## config.mk

```make
export PLATFORM = sky130hd
export DESIGN_NAME = flash_boot_mode_control
export DESIGN_NICKNAME = d
export VERILOG_FILES = /design/src/inc/boot_ctl_pkg.sv /design/src/inc/flash_if.sv /design/src/core/flash_boot_mode_control.sv /design/src/core/flash_mode_decode.sv /design/src/core/low_period_timer.sv
export SDC_FILE = /design/constraint.sdc
export NUM_CORES = 1
export LEC_CHECK = 0
export ABC_AREA = 1
export ABC_CLOCK_PERIOD_IN_PS = 4100
export CORE_MARGIN = 4
export CORE_UTILIZATION = 45
export CTS_CLUSTER_DIAMETER = 100
export CTS_CLUSTER_SIZE = 25
export DETAILED_ROUTE_END_ITERATION = 6
export DONT_BUFFER_PORTS = 1
export GPL_TIMING_DRIVEN = 1
export PLACE_DENSITY = 0.59
export SYNTH_ARGS = -nofsm -noshare
export SYNTH_HDL_FRONTEND = slang
export SYNTH_HIERARCHICAL = 1
export SYNTH_SLANG_ARGS = --single-unit
```

## constraint.sdc

```tcl
create_clock -name clk -period 4.1 [get_ports clk]
set_input_delay 0.205 -clock clk [delete_from_list [all_inputs] [get_ports clk]]
set_output_delay 0.205 -clock clk [all_outputs]
set_load 0.01 [all_outputs]
```

## src/inc/boot_ctl_pkg.sv

```systemverilog
package boot_ctl_pkg;
  // Clock and timing
  localparam int unsigned CLK_HZ = 20000000;
  localparam int unsigned READY_STATES = 100;
  localparam logic [7:0] READY_CYCLES = 8'(READY_STATES);
  localparam int unsigned EXIT_CLOCKS = 10;
  // Serial bytes, download start address and length limit
  localparam logic [7:0] BYTE_BLANK = 8'hff;
  localparam logic [7:0] BYTE_ADJ_DONE = 8'h00;
  localparam logic [7:0] BYTE_SYNC = 8'h55;
  localparam logic [7:0] BYTE_ERASE_ERR = 8'hff;
  localparam logic [7:0] BYTE_ACK = 8'haa;
  localparam logic [15:0] RAM_START = 16'hfbe0;
  localparam logic [15:0] MAX_LOAD = 16'h038e;
  // Flash control bit positions, reset value, block count and divisor width
  localparam int unsigned FC_PROG = 0;
  localparam int unsigned FC_ERASE = 1;
  localparam int unsigned FC_WRITE_CHECK = 2;
  localparam int unsigned FC_WIPE_CHECK = 3;
  localparam logic [3:0] FC_RESET = 4'h0;
  localparam int unsigned FLASH_BLOCKS = 8;
  localparam int unsigned BAUD_W = 16;

  typedef enum logic [2:0] {
    FM_READ = 3'b000,
    FM_PROGRAM = 3'b001,
    FM_ERASE = 3'b010,
    FM_PROG_VERIFY = 3'b011,
    FM_ERASE_VERIFY = 3'b100,
    FM_PREWRITE_VERIFY = 3'b101
  } flash_mode_type;

  typedef enum logic [3:0] {
    ST_IDLE = 4'b0000,
    ST_WAIT_READY = 4'b0001,
    ST_MEASURE = 4'b0010,
    ST_SEND_DONE = 4'b0011,
    ST_WAIT_SYNC = 4'b0100,
    ST_BLANK_CHECK = 4'b0101,
    ST_ERASE = 4'b0110,
    ST_ERR = 4'b0111,
    ST_HALT = 4'b1000,
    ST_LOAD = 4'b1001,
    ST_HANDOVER = 4'b1010,
    ST_USER = 4'b1011
  } boot_state_type;
endpackage

```

## src/inc/flash_if.sv

```systemverilog
`timescale 1ns/1ps
// Flash control bits and status shared by the decode module
interface flash_if;
  import boot_ctl_pkg::*;
  logic [3:0] ctrl_bits;
  logic prog_voltage;
  flash_mode_type mode;
  logic busy;
  logic read_ok;
  modport ctl (output ctrl_bits, output prog_voltage, input mode,
               input busy, input read_ok);
  modport dec (input ctrl_bits, input prog_voltage, output mode,
               output busy, output read_ok);
endinterface

```

## src/core/flash_boot_mode_control.sv

```systemverilog
`timescale 1ns/1ps
module flash_boot_mode_control
  import boot_ctl_pkg::*;
(
  // Reset, watchdog and mode pins
  input wire logic clk,
  input wire logic rst_n,
  input wire logic wdt_reset,
  input wire logic test_pin_high,
  input wire logic programming_voltage_pin,
  // Serial line and byte handshake
  input wire logic rxd,
  input wire logic rx_valid,
  input wire logic [7:0] rx_data,
  input wire logic tx_ready,
  // Array sequencer handshakes
  input wire logic blank_done,
  input wire logic blank_all_ones,
  input wire logic erase_done,
  input wire logic erase_fail,
  input wire logic load_done,
  // CPU writes to the control bits, and its interrupt
  input wire logic [3:0] flash_ctrl_wr,
  input wire logic flash_ctrl_we,
  input wire logic irq_req,
  // Operating mode status
  output logic boot_mode,
  output logic user_mode,
  output logic port_test_mode,
  // Serial port state
  output logic tx_valid,
  output logic [7:0] tx_data,
  output logic receiver_enable_bit,
  output logic transmitter_enable_bit,
  output logic [BAUD_W-1:0] baud_divisor_reg,
  output logic txd_dir_out,
  output logic txd_data,
  // Array control and hand-over
  output logic blank_start,
  output logic erase_all_start,
  output logic [FLASH_BLOCKS-1:0] erase_blocks,
  output logic cpu_regs_undef,
  output logic branch_valid,
  output logic [15:0] branch_addr,
  output logic halted,
  // Flash mode and interrupt gate
  output logic [3:0] flash_control_reg,
  output flash_mode_type flash_mode,
  output logic flash_read_ok,
  output logic irq_out
);
  boot_state_type st_reg, st_next;
  logic latch_reg, latch_next;
  logic sampled_reg, sampled_next;
  logic [7:0] wait_reg, wait_next;
  logic [BAUD_W-1:0] baud_next;
  logic rx_on_next, tx_on_next;
  logic txd_dir_next, txd_data_next;
  logic tx_valid_next;
  logic [7:0] tx_data_next;
  logic branch_next, undef_next;
  logic [3:0] fc_next;
  logic meas_en;
  logic [BAUD_W-1:0] low_count;
  logic low_done;
  logic boot_live;

  flash_if fl();

  // Low-period timer only counts while the loader is measuring
  low_period_timer u_timer (
    .clk(clk),
    .rst_n(rst_n),
    .enable(meas_en),
    .rxd(rxd),
    .low_count(low_count),
    .done(low_done)
  );

  // Pure decode of the control bits, no state of its own
  flash_mode_decode u_decode (
    .fl(fl)
  );

  assign fl.ctrl_bits = flash_control_reg;
  assign fl.prog_voltage = programming_voltage_pin;
  assign flash_mode = fl.mode;
  assign flash_read_ok = fl.read_ok;
  assign irq_out = irq_req && !fl.busy;

  // boot state needs test pin voltage
  assign boot_live = latch_reg && test_pin_high;
  assign boot_mode = boot_live;
  assign user_mode = !boot_live && programming_voltage_pin;
  // ports follow test pin in reset
  assign port_test_mode = rst_n ? boot_live : test_pin_high;

  // Level strobes taken straight from the state register
  assign meas_en = (st_reg == ST_MEASURE);
  assign blank_start = (st_reg == ST_BLANK_CHECK);
  assign erase_all_start = (st_reg == ST_ERASE);
  assign halted = (st_reg == ST_HALT);

  // A partial erase would leave old code beside the new download
  // every block selected
  for (genvar b = 0; b < FLASH_BLOCKS; b++) begin : g_block
    assign erase_blocks[b] = (st_reg == ST_ERASE);
  end

  // Hand-over target is fixed at the start of the download area
  assign branch_addr = RAM_START;

  // Latch decision: the first clock after release samples the pins,
  // since an async reset may only load a constant
  always_comb begin
    latch_next = latch_reg;
    sampled_next = 1'b1;
    if (!sampled_reg) begin
      latch_next = test_pin_high && programming_voltage_pin;
    end else if (!test_pin_high) begin
      latch_next = 1'b0;
    end
  end

  always_ff @(posedge clk or negedge rst_n) begin
    if (!rst_n) begin
      latch_reg <= 1'b0;
      sampled_reg <= 1'b0;
    end else begin
      latch_reg <= latch_next;
      sampled_reg <= sampled_next;
    end
  end

  // Loader sequence; watchdog restarts it but never touches the latch
  always_comb begin
    st_next = st_reg;
    wait_next = wait_reg;
    baud_next = baud_divisor_reg;
    rx_on_next = receiver_enable_bit;
    tx_on_next = transmitter_enable_bit;
    txd_dir_next = txd_dir_out;
    txd_data_next = txd_data;
    tx_valid_next = 1'b0;
    tx_data_next = tx_data;
    branch_next = 1'b0;
    undef_next = cpu_regs_undef;
    fc_next = flash_control_reg;
    if (flash_ctrl_we) fc_next = flash_ctrl_wr;
    case (st_reg)
      ST_IDLE: begin
        // Leave once the boot latch has been sampled and is set
        wait_next = '0;
        if (sampled_reg && latch_reg) st_next = ST_WAIT_READY;
      end
      ST_WAIT_READY: begin
        wait_next = wait_reg + 1'b1;
        if (wait_reg == READY_CYCLES - 8'd1) st_next = ST_MEASURE;
      end
      ST_MEASURE: begin
        // Low run length in clocks becomes the divisor
        if (low_done) begin
          baud_next = low_count;
          rx_on_next = 1'b1;
          tx_on_next = 1'b1;
          st_next = ST_SEND_DONE;
        end
      end
      ST_SEND_DONE: begin
        if (tx_ready) begin
          tx_valid_next = 1'b1;
          tx_data_next = BYTE_ADJ_DONE;
          st_next = ST_WAIT_SYNC;
        end
      end
      ST_WAIT_SYNC: begin
        if (rx_valid && rx_data == BYTE_SYNC) st_next = ST_BLANK_CHECK;
      end
      ST_BLANK_CHECK: begin
        if (blank_done) begin
          st_next = blank_all_ones ? ST_LOAD : ST_ERASE;
        end
      end
      ST_ERASE: begin
        // The sequencer reports exactly one outcome per erase
        // failure goes to the error byte
        if (erase_fail) st_next = ST_ERR;
        else if (erase_done) st_next = ST_LOAD;
      end
      ST_ERR: begin
        if (tx_ready) begin
          tx_valid_next = 1'b1;
          tx_data_next = BYTE_ERASE_ERR;
          st_next = ST_HALT;
        end
      end
      ST_HALT: begin
        // Nothing more is sent, so the host sees a single error byte
        // stay halted until reset or loss of the test voltage
        st_next = ST_HALT;
      end
      ST_LOAD: begin
        // Length bytes and echo are handled outside; only the end shows
        if (load_done) st_next = ST_HANDOVER;
      end
      ST_HANDOVER: begin
        // Divisor untouched so user code keeps the adjusted rate
        // stop serial, keep divisor
        rx_on_next = 1'b0;
        tx_on_next = 1'b0;
        txd_dir_next = 1'b1;
        txd_data_next = 1'b1;
        undef_next = 1'b1;
        branch_next = 1'b1;
        st_next = ST_USER;
      end
      ST_USER: begin
        // User code runs; the loader stays parked until a reset or loss of the test voltage
        st_next = ST_USER;
      end
      default: begin
        // Unused codes fall back to idle rather than lock up
        st_next = ST_IDLE;
      end
    endcase
    // Losing the test voltage abandons the loader
    if (sampled_reg && !boot_live && st_reg != ST_IDLE) st_next = ST_IDLE;
    if (wdt_reset && boot_live) begin
      st_next = ST_WAIT_READY;
      wait_next = '0;
      rx_on_next = 1'b0;
      tx_on_next = 1'b0;
      fc_next = FC_RESET;
    end
  end

  // Loader registers; reset values are the power-on state
  always_ff @(posedge clk or negedge rst_n) begin
    if (!rst_n) begin
      st_reg <= ST_IDLE;
      wait_reg <= '0;
      baud_divisor_reg <= '0;
      receiver_enable_bit <= 1'b0;
      transmitter_enable_bit <= 1'b0;
      txd_dir_out <= 1'b0;
      txd_data <= 1'b0;
      tx_valid <= 1'b0;
      tx_data <= '0;
      branch_valid <= 1'b0;
      cpu_regs_undef <= 1'b0;
      flash_control_reg <= FC_RESET;
    end else begin
      st_reg <= st_next;
      wait_reg <= wait_next;
      baud_divisor_reg <= baud_next;
      receiver_enable_bit <= rx_on_next;
      transmitter_enable_bit <= tx_on_next;
      txd_dir_out <= txd_dir_next;
      txd_data <= txd_data_next;
      tx_valid <= tx_valid_next;
      tx_data <= tx_data_next;
      branch_valid <= branch_next;
      cpu_regs_undef <= undef_next;
      flash_control_reg <= fc_next;
    end
  end
endmodule

```

## src/core/flash_mode_decode.sv

```systemverilog
`timescale 1ns/1ps
module flash_mode_decode
  import boot_ctl_pkg::*;
(
  flash_if.dec fl
);
  // Decode four control bits into one of the six operating modes
  // six modes decoded
  always_comb begin
    fl.mode = FM_READ;
    if (fl.prog_voltage) begin
      case (fl.ctrl_bits)
        4'h1: fl.mode = FM_PROGRAM;
        4'h2: fl.mode = FM_ERASE;
        4'h4: fl.mode = FM_PROG_VERIFY;
        4'h8: fl.mode = FM_ERASE_VERIFY;
        4'hc: fl.mode = FM_PREWRITE_VERIFY;
        default: fl.mode = FM_READ;
      endcase
    end
  end
  // Array is busy and unreadable during program or erase
  assign fl.busy = (fl.mode == FM_PROGRAM) || (fl.mode == FM_ERASE);
  assign fl.read_ok = !fl.busy;
endmodule

```

## src/core/low_period_timer.sv

```systemverilog
`timescale 1ns/1ps
module low_period_timer
  import boot_ctl_pkg::*;
(
  input wire logic clk,
  input wire logic rst_n,
  input wire logic enable,
  input wire logic rxd,
  output logic [BAUD_W-1:0] low_count,
  output logic done
);
  logic [BAUD_W-1:0] cnt_reg, cnt_next;
  logic [BAUD_W-1:0] res_reg, res_next;
  logic rxd_d_reg, rxd_d_next;
  logic done_reg, done_next;

  // Count the low run; result taken at the rising edge of rxd
  always_comb begin
    cnt_next = cnt_reg;
    res_next = res_reg;
    done_next = 1'b0;
    rxd_d_next = rxd;
    if (!enable) begin
      cnt_next = '0;
    end else if (!rxd) begin
      if (cnt_reg != '1) cnt_next = cnt_reg + 1'b1;
    end else if (!rxd_d_reg && cnt_reg != '0) begin
      res_next = cnt_reg;
      done_next = 1'b1;
      cnt_next = '0;
    end
  end

  always_ff @(posedge clk or negedge rst_n) begin
    if (!rst_n) begin
      cnt_reg <= '0;
      res_reg <= '0;
      rxd_d_reg <= 1'b1;
      done_reg <= 1'b0;
    end else begin
      cnt_reg <= cnt_next;
      res_reg <= res_next;
      rxd_d_reg <= rxd_d_next;
      done_reg <= done_next;
    end
  end

  assign low_count = res_reg;
  assign done = done_reg;
endmodule

```

After elaboration in Yosys (flattened, before gate mapping)
Index checks and enable logic that the tools add are counted.
{"block": "totals", "register_bits": 80, "wordCells": 121, "inputBits": 27, "out_inout_bits": 70}
{"block": "classes", "eq_ne": 36, "n_reduce_logical": 29, "mux": 39, "add_sub_neg": 2}
{"cell": "$mux W16", "count": 4}
{"cell": "$mux W4", "count": 15}
{"cell": "$pmux W4 S11", "count": 1}
{"cell": "$pmux W8 S2", "count": 2}
{"cell": "$ne A4 B4 Y1 const B", "count": 7}
{"cell": "$eq A4 B4 Y1 const B", "count": 6}
{"cell": "$mux W8", "count": 3}
{"cell": "$eq A4 B3 Y1 const B", "count": 5}
{"cell": "$add A16 B1 Y16 const B", "count": 1}
{"cell": "$eq A8 B7 Y1 const B", "count": 2}
{"cell": "$ne A16 B16 Y1 const B", "count": 1}
{"cell": "$reduce_bool A16 Y1", "count": 1}
{"cell": "$pmux W3 S5", "count": 1}
{"cell": "$eq A4 B2 Y1 const B", "count": 3}
{"cell": "$mux W1", "count": 11}
{"cell": "$logic_and A1 B1 Y1", "count": 10}
{"cell": "$ne A3 B3 Y1 const B", "count": 3}
{"cell": "$reduce_and A9 Y1", "count": 1}
{"cell": "$add A8 B1 Y8 const B", "count": 1}
{"cell": "$eq A4 B1 Y1 const B", "count": 2}
{"cell": "$ne A2 B2 Y1 const B", "count": 3}
{"cell": "$reduce_and A2 Y1", "count": 3}
{"cell": "$reduce_and A3 Y1", "count": 2}
{"cell": "$reduce_bool A3 Y1", "count": 2}
{"cell": "other kinds (12)", "count": 16}

Longest topological paths before layout
Gate-level depths: netlist of run 1.
{"block": "depth", "word_depth": 7, "ltp_mapped": 13}

Modules after synthesis
The synthesis of run 1 kept the hierarchy.
{"mod": "flash_boot_mode_control", "n_inst": 1, "area_per_inst_um2": 2317.2, "seq_area_each_um2": 975.9, "cells_each": 282}
{"mod": "low_period_timer", "n_inst": 1, "area_per_inst_um2": 1766.7, "seq_area_each_um2": 852.1, "cells_each": 240}
{"mod": "flash_mode_decode", "n_inst": 1, "area_per_inst_um2": 96.3, "seq_area_each_um2": 0.0, "cells_each": 22}

Worst setup path after synthesis of run 1
No wires, ideal clock.
{"block": "synth_path", "path_kind": "register to register", "start": "reg st_reg[3]", "end": "reg u_timer.cnt_reg[8]", "required_ns": 4.035, "period_less_slack_ns": 1.578, "n_path_buf": 2, "setup_ns": 0.065, "t_arrival_ns": 1.513, "setup_slack_ns": 2.522, "path_stages_with_launch": 11, "cell_sequence": "dfrtp_1 > buf_6 > inv_2 > nand2_2 > nor2_4 > inv_1 > nor2_1 > buf_2 > inv_1 > or2_2 > nand2_1"}
{"block": "synth_via", "elab_chain_cells": 3, "elab_cells_between_ends": 5}
{"element": "start, declared", "line_no": "flash_boot_mode_control.sv:52", "source": "boot_state_type st_reg, st_next;"}
{"element": "start signal, assigned", "line_no": "flash_boot_mode_control.sv:253", "source": "st_reg <= st_next;"}
{"element": "$eq A4 B2 Y1 (*)", "line_no": "flash_boot_mode_control.sv:99", "source": "assign meas_en = (st_reg == ST_MEASURE);"}
{"element": "via meas_en", "line_no": "flash_boot_mode_control.sv:63", "source": "logic meas_en;"}
{"element": "$ne A3 B3 Y1 (no source line)"}
{"element": "$reduce_and A2 Y1 (no source line)"}
{"element": "end signal, assigned", "line_no": "low_period_timer.sv:41", "source": "cnt_reg <= cnt_next;"}
{"element": "end, declared", "line_no": "low_period_timer.sv:12", "source": "logic [BAUD_W-1:0] cnt_reg, cnt_next;"}
Mark *: on every way through the listed nets, which the timed path passes. The rest lies on a longest branch.
A chain may end at the register's enable or synchronous reset.

Worst setup path in the final report of run 1
{"block": "layout_path", "start": "reg st_reg[0]", "end": "reg u_timer.cnt_reg[1]"}
The elaborated chain is that of the path after synthesis.

==> results of run 1 <==
layout make-up:
type / instances / area [um^2] / share of cell area (%)
Multi-Input combinational cell: 379 / 1850 / 41.9
Timing Repair Buffer: 12 / 135 / 3.07
Clock buffer: 12 / 165 / 3.75
Tap cell: 108 / 135 / 3.07
Clock inverter: 4 / 50.0 / 1.14
Inverter: 65 / 244 / 5.54
Sequential cell: 73 / 1830 / 41.5
kinds of logic (layout without fill, tap and decap cells):
family	count (synthesis)	after routing	share of synthesized area [%]
AO/OA/AOI/OAI	56	56	7.60
XOR/XNOR	3	3	0.629
adder cells (fa/ha/maj)	3	3	0.898
buffers and inverters	107	93	13.4
flip-flops	73	73	43.7
multiplexers	16	16	5.12
other	2	17	0.180
AND/OR/NAND/NOR	284	284	28.4
metal layers:
metal | GRT usage, % | vias up
li1 | - | 1642
met1 | 20.2 | 1519
met2 | 28.6 | 82
met3 | 4.10 | 5
met4 | 5.22 | 0
met5 | 0 | -
per-stage QoR:
| step | utilization [%] | setup WS [ns] | total power, mW | instances |
|---|---|---|---|---|
| finish | 49.5 | 1.94 | 2.06 | 653 |
| detailed placement | 45.7 | 1.98 | 1.45 | 626 |
| floorplan | - | 2.52 | 1.43 | 559 |
| CTS | 49.5 | 1.93 | 2.09 | 653 |
| global placement | 45.7 | 2.05 | 1.45 | 626 |
| global route | 49.5 | 1.73 | 2.22 | 653 |
placed cells by master (no fill, tap or decap), types with 9 or more instances in the layout:
master         synthesis  layout
mux2_4                 9       9
nand2_1              162     162
nand3_1               20      20
a21oi_1               15      15
conb_1                 2      17
clkbuf_8               0      12
o21ai_0               26      26
dlygate4sd3_1          0      10
dfrtp_1               72      72
inv_1                 61      61
nor2_1                70      70
how the worst max path moves through the flow:
stage | start | end | slack [ns] | cells past startpoint
2_1_floorplan | st_reg[3] | u_timer/cnt_reg[8] | 2.52 | 10
3_3_place_gp | st_reg[3] | u_timer/cnt_reg[8] | 2.05 | 8
3_5_place_dp | st_reg[0] | u_timer/cnt_reg[1] | 1.98 | 11
4_1_cts | st_reg[3] | u_timer/cnt_reg[1] | 1.93 | 11
5_1_grt | st_reg[0] | u_timer/cnt_reg[13] | 1.73 | 11
6_report | st_reg[0] | u_timer/cnt_reg[1] | 1.94 | 11
power by group through the flow:
stage	registers [mW]	clock network, mW	logic (mW)
after floorplan	0.845	0	0.582
after global placement	0.889	0	0.563
after detailed placement	0.890	0	0.560
after CTS	0.876	0.624	0.589
after global routing	0.888	0.651	0.676
final	0.876	0.601	0.588
repair_timing:
item                                   CTS  global route
endpoints found under the hold margin   79             0
hold buffers                            11             0
setup endpoints to repair                0             0
worst max-delay path, stage by stage (launching register included):
cell	delay (ns)
dfrtp_1	0.44
inv_1	0.11
nand2_2	0.09
nor2_4	0.17
inv_1	0.05
nor2_1	0.54
nand2_1	0.16
nor2_2	0.14
inv_2	0.08
nand2_4	0.17
nand2_1	0.07
nand2_1	0.07
==> results by group, run 1 <==
Run status
  • Status: finished, final reports clean

Global route
  • Initial antenna violation count: 0
  • Total congestion overflow: 0
  • GR Util All Layers: 16.5%
  • Vias in the first global route: 3,250
  • Largest net degree at the start of global routing: 74
  • First-pass GRT wire length: 15,000 um

Clock network
  • Clk_lat worst skew: 0.34 ns
  • CTS sink count: 73
  • H-tree levels: 3
  • CTS tree: yes
  • Longest Clk Path Bufs: 2
  • Postcts setup bufs: 0
  • Post-cts sizing count: 0
  • Clock transition at path regs: 0.07 ns
  • CTS buffer count: 9
  • Root buffer cell: clkbuf_8

Placed design
  • RD Place Congestion: 0.874
  • Number of port buffers: 0
  • DPL Wire Length: 6160 um
  • Area of placed instances: 4060 um^2

Logic synthesis
  • Post-synth ARST share: 100%
  • Yosys warning total: 6
  • Post-synth EDFFs: 0
  • Mapped cell area: 4180 um^2
  • Post-synth top cells: 162 x nand2_1, 72 x dfrtp_1, 70 x nor2_1
  • Yosys reg bits: 73
  • Post-synth top area cell: dfrtp_1
  • Synth Flop Type: dfrtp_1
  • Synth top area share: 43.1%
  • Yosys cell types: 35
  • Synth Area per Inst: 7.68 um^2
  • Largest cells by area after synthesis: dfrtp_1 43%, nand2_1 15%, nor2_1 6.3%, buf_4 6.1%, inv_1 5.5%
  • Synthesized netlist cell count: 544
  • Most numerous cell in the Yosys netlist: nand2_1
  • Seq/Total Area, Yosys: 43.7%

Detailed routing
  • Metal2 WL: 4300 um
  • Initial drt markers: 142
  • Post-route ant nets: 0
  • WL met3: 480 um
  • Routed len/inst: 13.4 um
  • Routed wire length: 8730 um
  • Pre-Repair DR Iteration Count: 4
  • DR vias/cell: 4.97
  • Via count: 3,248
  • # DRC: 0
  • Max layer used: met4
  • Metal-1 WL: 3900 um

STA
  • Min cycle time layout: 2.16 ns
  • Worst hold margin: 0.0762 ns
  • F_max: 463 MHz
  • Skew final: 0.00651 ns
  • Setup-failing EPs final: 0
  • Setup_tns: 0 ns
  • Final worst path period share: 52.7%
  • RSZ-0062 raised after global routing: false
  • Final Hold Violating Endpoints: 0
  • Slew margin rel.: 51.1%
  • Worst-margin pin slew: 0.733 ns
  • Final Slew Violations: 0

Floorplanning
  • Starting Density: 47.0%
  • CORE AREA: 8890 um^2
  • Placement Rows: 34
  • Ports: 97
  • Chip Width: 104 um
  • Die area: 10,900 um^2
  • Die Span Y: 104 um

Hold path
  • Hold Crit Endpoint: tx_valid
  • Hold path start: tx_ready
  • Hold crit path type: primary input to flip-flop
  • Hold path depth: 2

Pwr
  • Power per cell area: 469 nW/um^2
  • Combinational power share: 28.5%
  • Clk pwr share: 29.1%
  • Switching pwr: 0.783 mW
  • Switching Share: 38.0%
  • Part of the power in registers: 42.4%
  • Max VDD drop: 0.165 mV
  • P_int: 1.28 mW
  • Leak pwr: 2.41 nW

Worst setup path
  • Critical path data arrival time: 2.44 ns
  • Launch point of the worst reg-to-reg path: st_reg[0]
  • R2R cell count: 11
  • Reg2Reg Capture Point: u_timer/cnt_reg[1]
  • CP max FO: 16
  • Reg-to-reg slack, setup: 1.94 ns
  • Worst setup SP type: flip-flop
  • WS Path Type: flip-flop to flip-flop
  • Worst Path Required: 4.38 ns
  • Crit path capture type: flip-flop

Job
  • Max-cap violations: 0

Final layout
  • Share of layout cells above drive strength 1: 11.2%
  • Diodes inserted: 0
  • Area Overhead vs Synth: 5.36%
  • Design area: 4400 um^2
  • Fill count: 892
  • Final #Nets: 570
Power figures use the tool's default switching activity.
==> inputs of run 2 (changes only) <==
--- a/config.mk
+++ b/config.mk
@@ -5,8 +5,8 @@
 export SDC_FILE = /design/constraint.sdc
 export NUM_CORES = 1
 export LEC_CHECK = 0
-export ABC_AREA = 1
-export ABC_CLOCK_PERIOD_IN_PS = 4100
+export ABC_AREA = 0
+export ABC_CLOCK_PERIOD_IN_PS = 2100
 export CORE_MARGIN = 4
 export CORE_UTILIZATION = 45
 export CTS_CLUSTER_DIAMETER = 100
==> constraint.sdc (replaced) <==
create_clock -name clk -period 2.1 [get_ports clk]
set_input_delay 0.105 -clock clk [delete_from_list [all_inputs] [get_ports clk]]
set_output_delay 0.105 -clock clk [all_outputs]
set_load 0.01 [all_outputs]
==> run 2 against run 1 <==
Effect of this change: combinational power increased by 96%; sequential power increased by 91%; first-iteration DRC count increased by 37%; hold slack got worse by 0.040 ns; global-route usage decreased by 0.63 points; design area increased by 2.1%; clock-buffer cell count unchanged; synthesized area increased by 0.24%; critical endpoint is now st_reg[0]; highest routed layer unchanged.
==> results by group, run 2 <==
Run status
  • Status: finished, final reports clean

Pwr
  • Leak pwr: 2.14 nW (-11%)
  • Power per cell area: 877 nW/um^2 (+87%)
  • Max VDD drop: 0.378 mV (+130%)

Logic synthesis
  • Mapped cell area: 4190 um^2 (+0.24%)
  • Post-synth ARST share: 100% (unchanged)
  • Post-synth top area cell: dfrtp_1
  • Synthesized netlist cell count: 399 (-27%)
  • Synth top area share: 43.0% (-0.10 points)
  • Synth Area per Inst: 10.5 um^2 (+37%)
  • Synth Flop Type: dfrtp_1
  • Most numerous cell in the Yosys netlist: dfrtp_1
  • Yosys warning total: 6 (unchanged)
  • Largest cells by area after synthesis: dfrtp_1 43%, buf_4 6.4%, mux2_2 4.0%, nand3_1 3.1%, mux2_1 2.7%
  • Yosys reg bits: 73 (unchanged)
  • Post-synth top cells: 72 x dfrtp_1, 36 x buf_4, 26 x nand3_1
  • Seq/Total Area, Yosys: 43.6% (-0.10 points)
  • Post-synth EDFFs: 0 (unchanged)
  • Yosys cell types: 79 (+130%)

STA
  • F_max: 494 MHz (+6.7%)
  • Min cycle time layout: 2.02 ns (-0.135 ns)
  • Setup-failing EPs final: 0 (unchanged)
  • Slew margin rel.: 51.4% (+0.29 points)
  • Final worst path period share: 96.4% (+44 points)
  • Skew final: 0.0147 ns (+0.00823 ns)
  • Worst-margin pin slew: 0.729 ns (-0.00441 ns)
  • Final Slew Violations: 0 (unchanged)
  • RSZ-0062 raised after global routing: true
  • Final Hold Violating Endpoints: 0 (unchanged)

Final layout
  • Most frequent cells in the layout: 72 x dfrtp_1, 26 x nand3_1, 20 x buf_4, 19 x nor2_1
  • Diodes inserted: 0 (unchanged)
  • Area Overhead vs Synth: 7.35%
  • Final #Nets: 434 (-24%)
  • Share of layout cells above drive strength 1: 20.8% (+9.6 points)
  • Design area: 4500 um^2 (+2.1%)
  • Final cell count without fillers: 517 (-21%)
  • Most common cell after layout, fill and taps aside: dfrtp_1

Worst setup path
  • Slowest-stage cell, CP: or4b_4
  • Critical path data arrival time: 2.24 ns (-0.20 ns)
  • WS Path Type: flip-flop to flip-flop
  • Worst Path Required: 2.32 ns (-2.06 ns)
  • Critical path, cell by cell: ha_4, or4b_4, o31ai_4, nand4_2, o21ai_2, mux2_1
  • Launch point of the worst reg-to-reg path: wait_reg[0]
  • Critical path buffer and inverter count: 0 (-3)
  • Crit-path leading delay family: simple AND/OR/NAND/NOR gates
  • Critical path startpoint: wait_reg[0]
  • Crit path largest cell delay: 0.48 ns (-0.06 ns)
  • Crit path capture type: flip-flop
  • CP max FO: 4 (-12)
  • Worst setup SP type: flip-flop

Placed design
  • DPL Wire Length: 6070 um (-1.5%)
  • Number of port buffers: 0 (unchanged)
  • Number of instances in the placed design: 487 (-22%)
  • Area of placed instances: 4110 um^2 (+1.1%)
  • RD Place Congestion: 0.896 (+2.5%)

Global route
  • First-pass GRT wire length: 14,200 um (-5.4%)
  • Vias in the first global route: 2,796 (-14%)
  • Initial antenna violation count: 0 (unchanged)
  • Total congestion overflow: 0 (unchanged)
  • Largest net degree at the start of global routing: 74 (unchanged)
  • GR Util All Layers: 15.9% (-0.63 points)

Clock network
  • H-tree levels: 3 (unchanged)
  • CTS buffer count: 9 (unchanged)
  • Clock transition at path regs: 0.08 ns (about the same)
  • Postcts setup bufs: 0 (unchanged)
  • CTS sink count: 73 (unchanged)
  • Longest Clk Path Bufs: 2 (unchanged)
  • Clk_lat worst skew: 0.34 ns (about the same)
  • Root buffer cell: clkbuf_8
  • CTS tree: yes

Detailed routing
  • Routed wire length: 8710 um (-0.25%)
  • DR vias/cell: 5.77 (+16%)
  • Post-route ant nets: 0 (unchanged)
  • # DRC: 0 (unchanged)
  • Pre-Repair DR Iteration Count: 4 (unchanged)
  • Initial drt markers: 194 (+37%)
  • Via count: 2,985 (-8.1%)
  • Routed len/inst: 16.8 um (+26%)

Floorplanning
  • Die Span Y: 104 um (+0.11%)
  • Starting Density: 47.1% (+0.11 points)
  • Placement Rows: 34 (unchanged)
  • Chip Width: 104 um (+0.11%)
  • Die area: 10,900 um^2 (+0.22%)
  • Ports: 97 (unchanged)
  • CORE AREA: 8890 um^2 (unchanged)

Hold path
  • Hold path start: rxd
  • Hold crit path type: primary input to flip-flop

Job
  • Max-cap violations: 0 (unchanged)
run 2: changes by cell type after synthesis, moves of 5 or more:
cell and delta:
nand2_1 -144, inv_1 -52, nor2_1 -50, mux2_1 +10, nand2b_1 +9, mux2_2 +8
o21ai_0 -8, and3_1 +7, nand2_2 -6, nand3_1 +6, o31ai_1 +6, and4_1 +5
nor2_2 -5, nor4_1 +5
run 2: power breakdown:
part | total [mW] | internal [mW] | switching (mW)
logic | 1.15 | 0.486 | 0.669
registers | 1.67 | 1.50 | 0.172
clock network | 1.12 | 0.614 | 0.507
run 2: stage by stage:
step	TNS [ns]	power [mW]	utilization, %	hold WS (ns)	setup WS [ns]
after floorplan	0	2.68	-	-0.191	0.0943
after global placement	0	2.75	46.2	-0.188	0.0650
after detailed placement	0	2.76	46.2	-0.189	0.00988
after CTS	0	3.97	50.4	0.0167	0.000353
after global routing	-0.00840	4.19	50.6	0.0364	-0.00840
final	0	3.95	50.6	0.0358	0.0766
run 2: what timing repair did:
item / 4_1_cts / 5_1_grt
gates cloned: 0 / 0
gates resized for setup: 2 / 3
endpoints found under the setup margin: 1 / 3
endpoints found under the hold margin: 80 / 0
pin swaps: 2 / 2
hold buffers: 14 / 0
run 2: tightest hold or removal path: stages:
cell and delay (ns):
nand2_1 0.07, o21ai_0 0.08, o21ai_0 0.07
run 2: final timing paths:
path	end	slack, ns	depth (start not counted)
setup / recovery	st_reg[0]	0.08	6
hold / removal	u_timer/low_count[1]	0.04	3
setup reg to reg	st_reg[0]	0.08	6
hold reg to reg	baud_divisor_reg[11]	0.49	1
max in group asynchronous	u_timer/rxd_d_reg	1.47	2
min in group asynchronous	wait_reg[7]	0.29	2
run 2: layout make-up:
class | instances | area [um^2]
well taps | 108 | 135
inverters | 9 | 33.8
flip-flops and latches | 73 | 1830
multi-input cells | 277 | 1990
repair buffers | 34 | 308
clock buffers | 12 | 155
fillers | 810 | 4390
clock inverters | 4 | 51.3
run 2: kinds of logic (layout without fill, tap and decap cells):
group           after synthesis  count (layout)  synth area share, %
xor+xnor                      2               2                0.418
simple gates                140             140                 20.7
mux                          36              36                 10.2
other cells                   2              17                0.179
flops                        73              73                 43.6
compound gates               79              79                 13.0
fa+ha+maj                     3               3                0.896
buf+inv                      64              59                 11.0
run 2: metal layers:
metal	vias up	global-route usage, %	share of wire, %
met5	-	0	0
met4	0	5.13	1.1
met3	11	4.59	6.5
met2	92	25.5	47
met1	1463	20.7	46
li1	1419	-	-
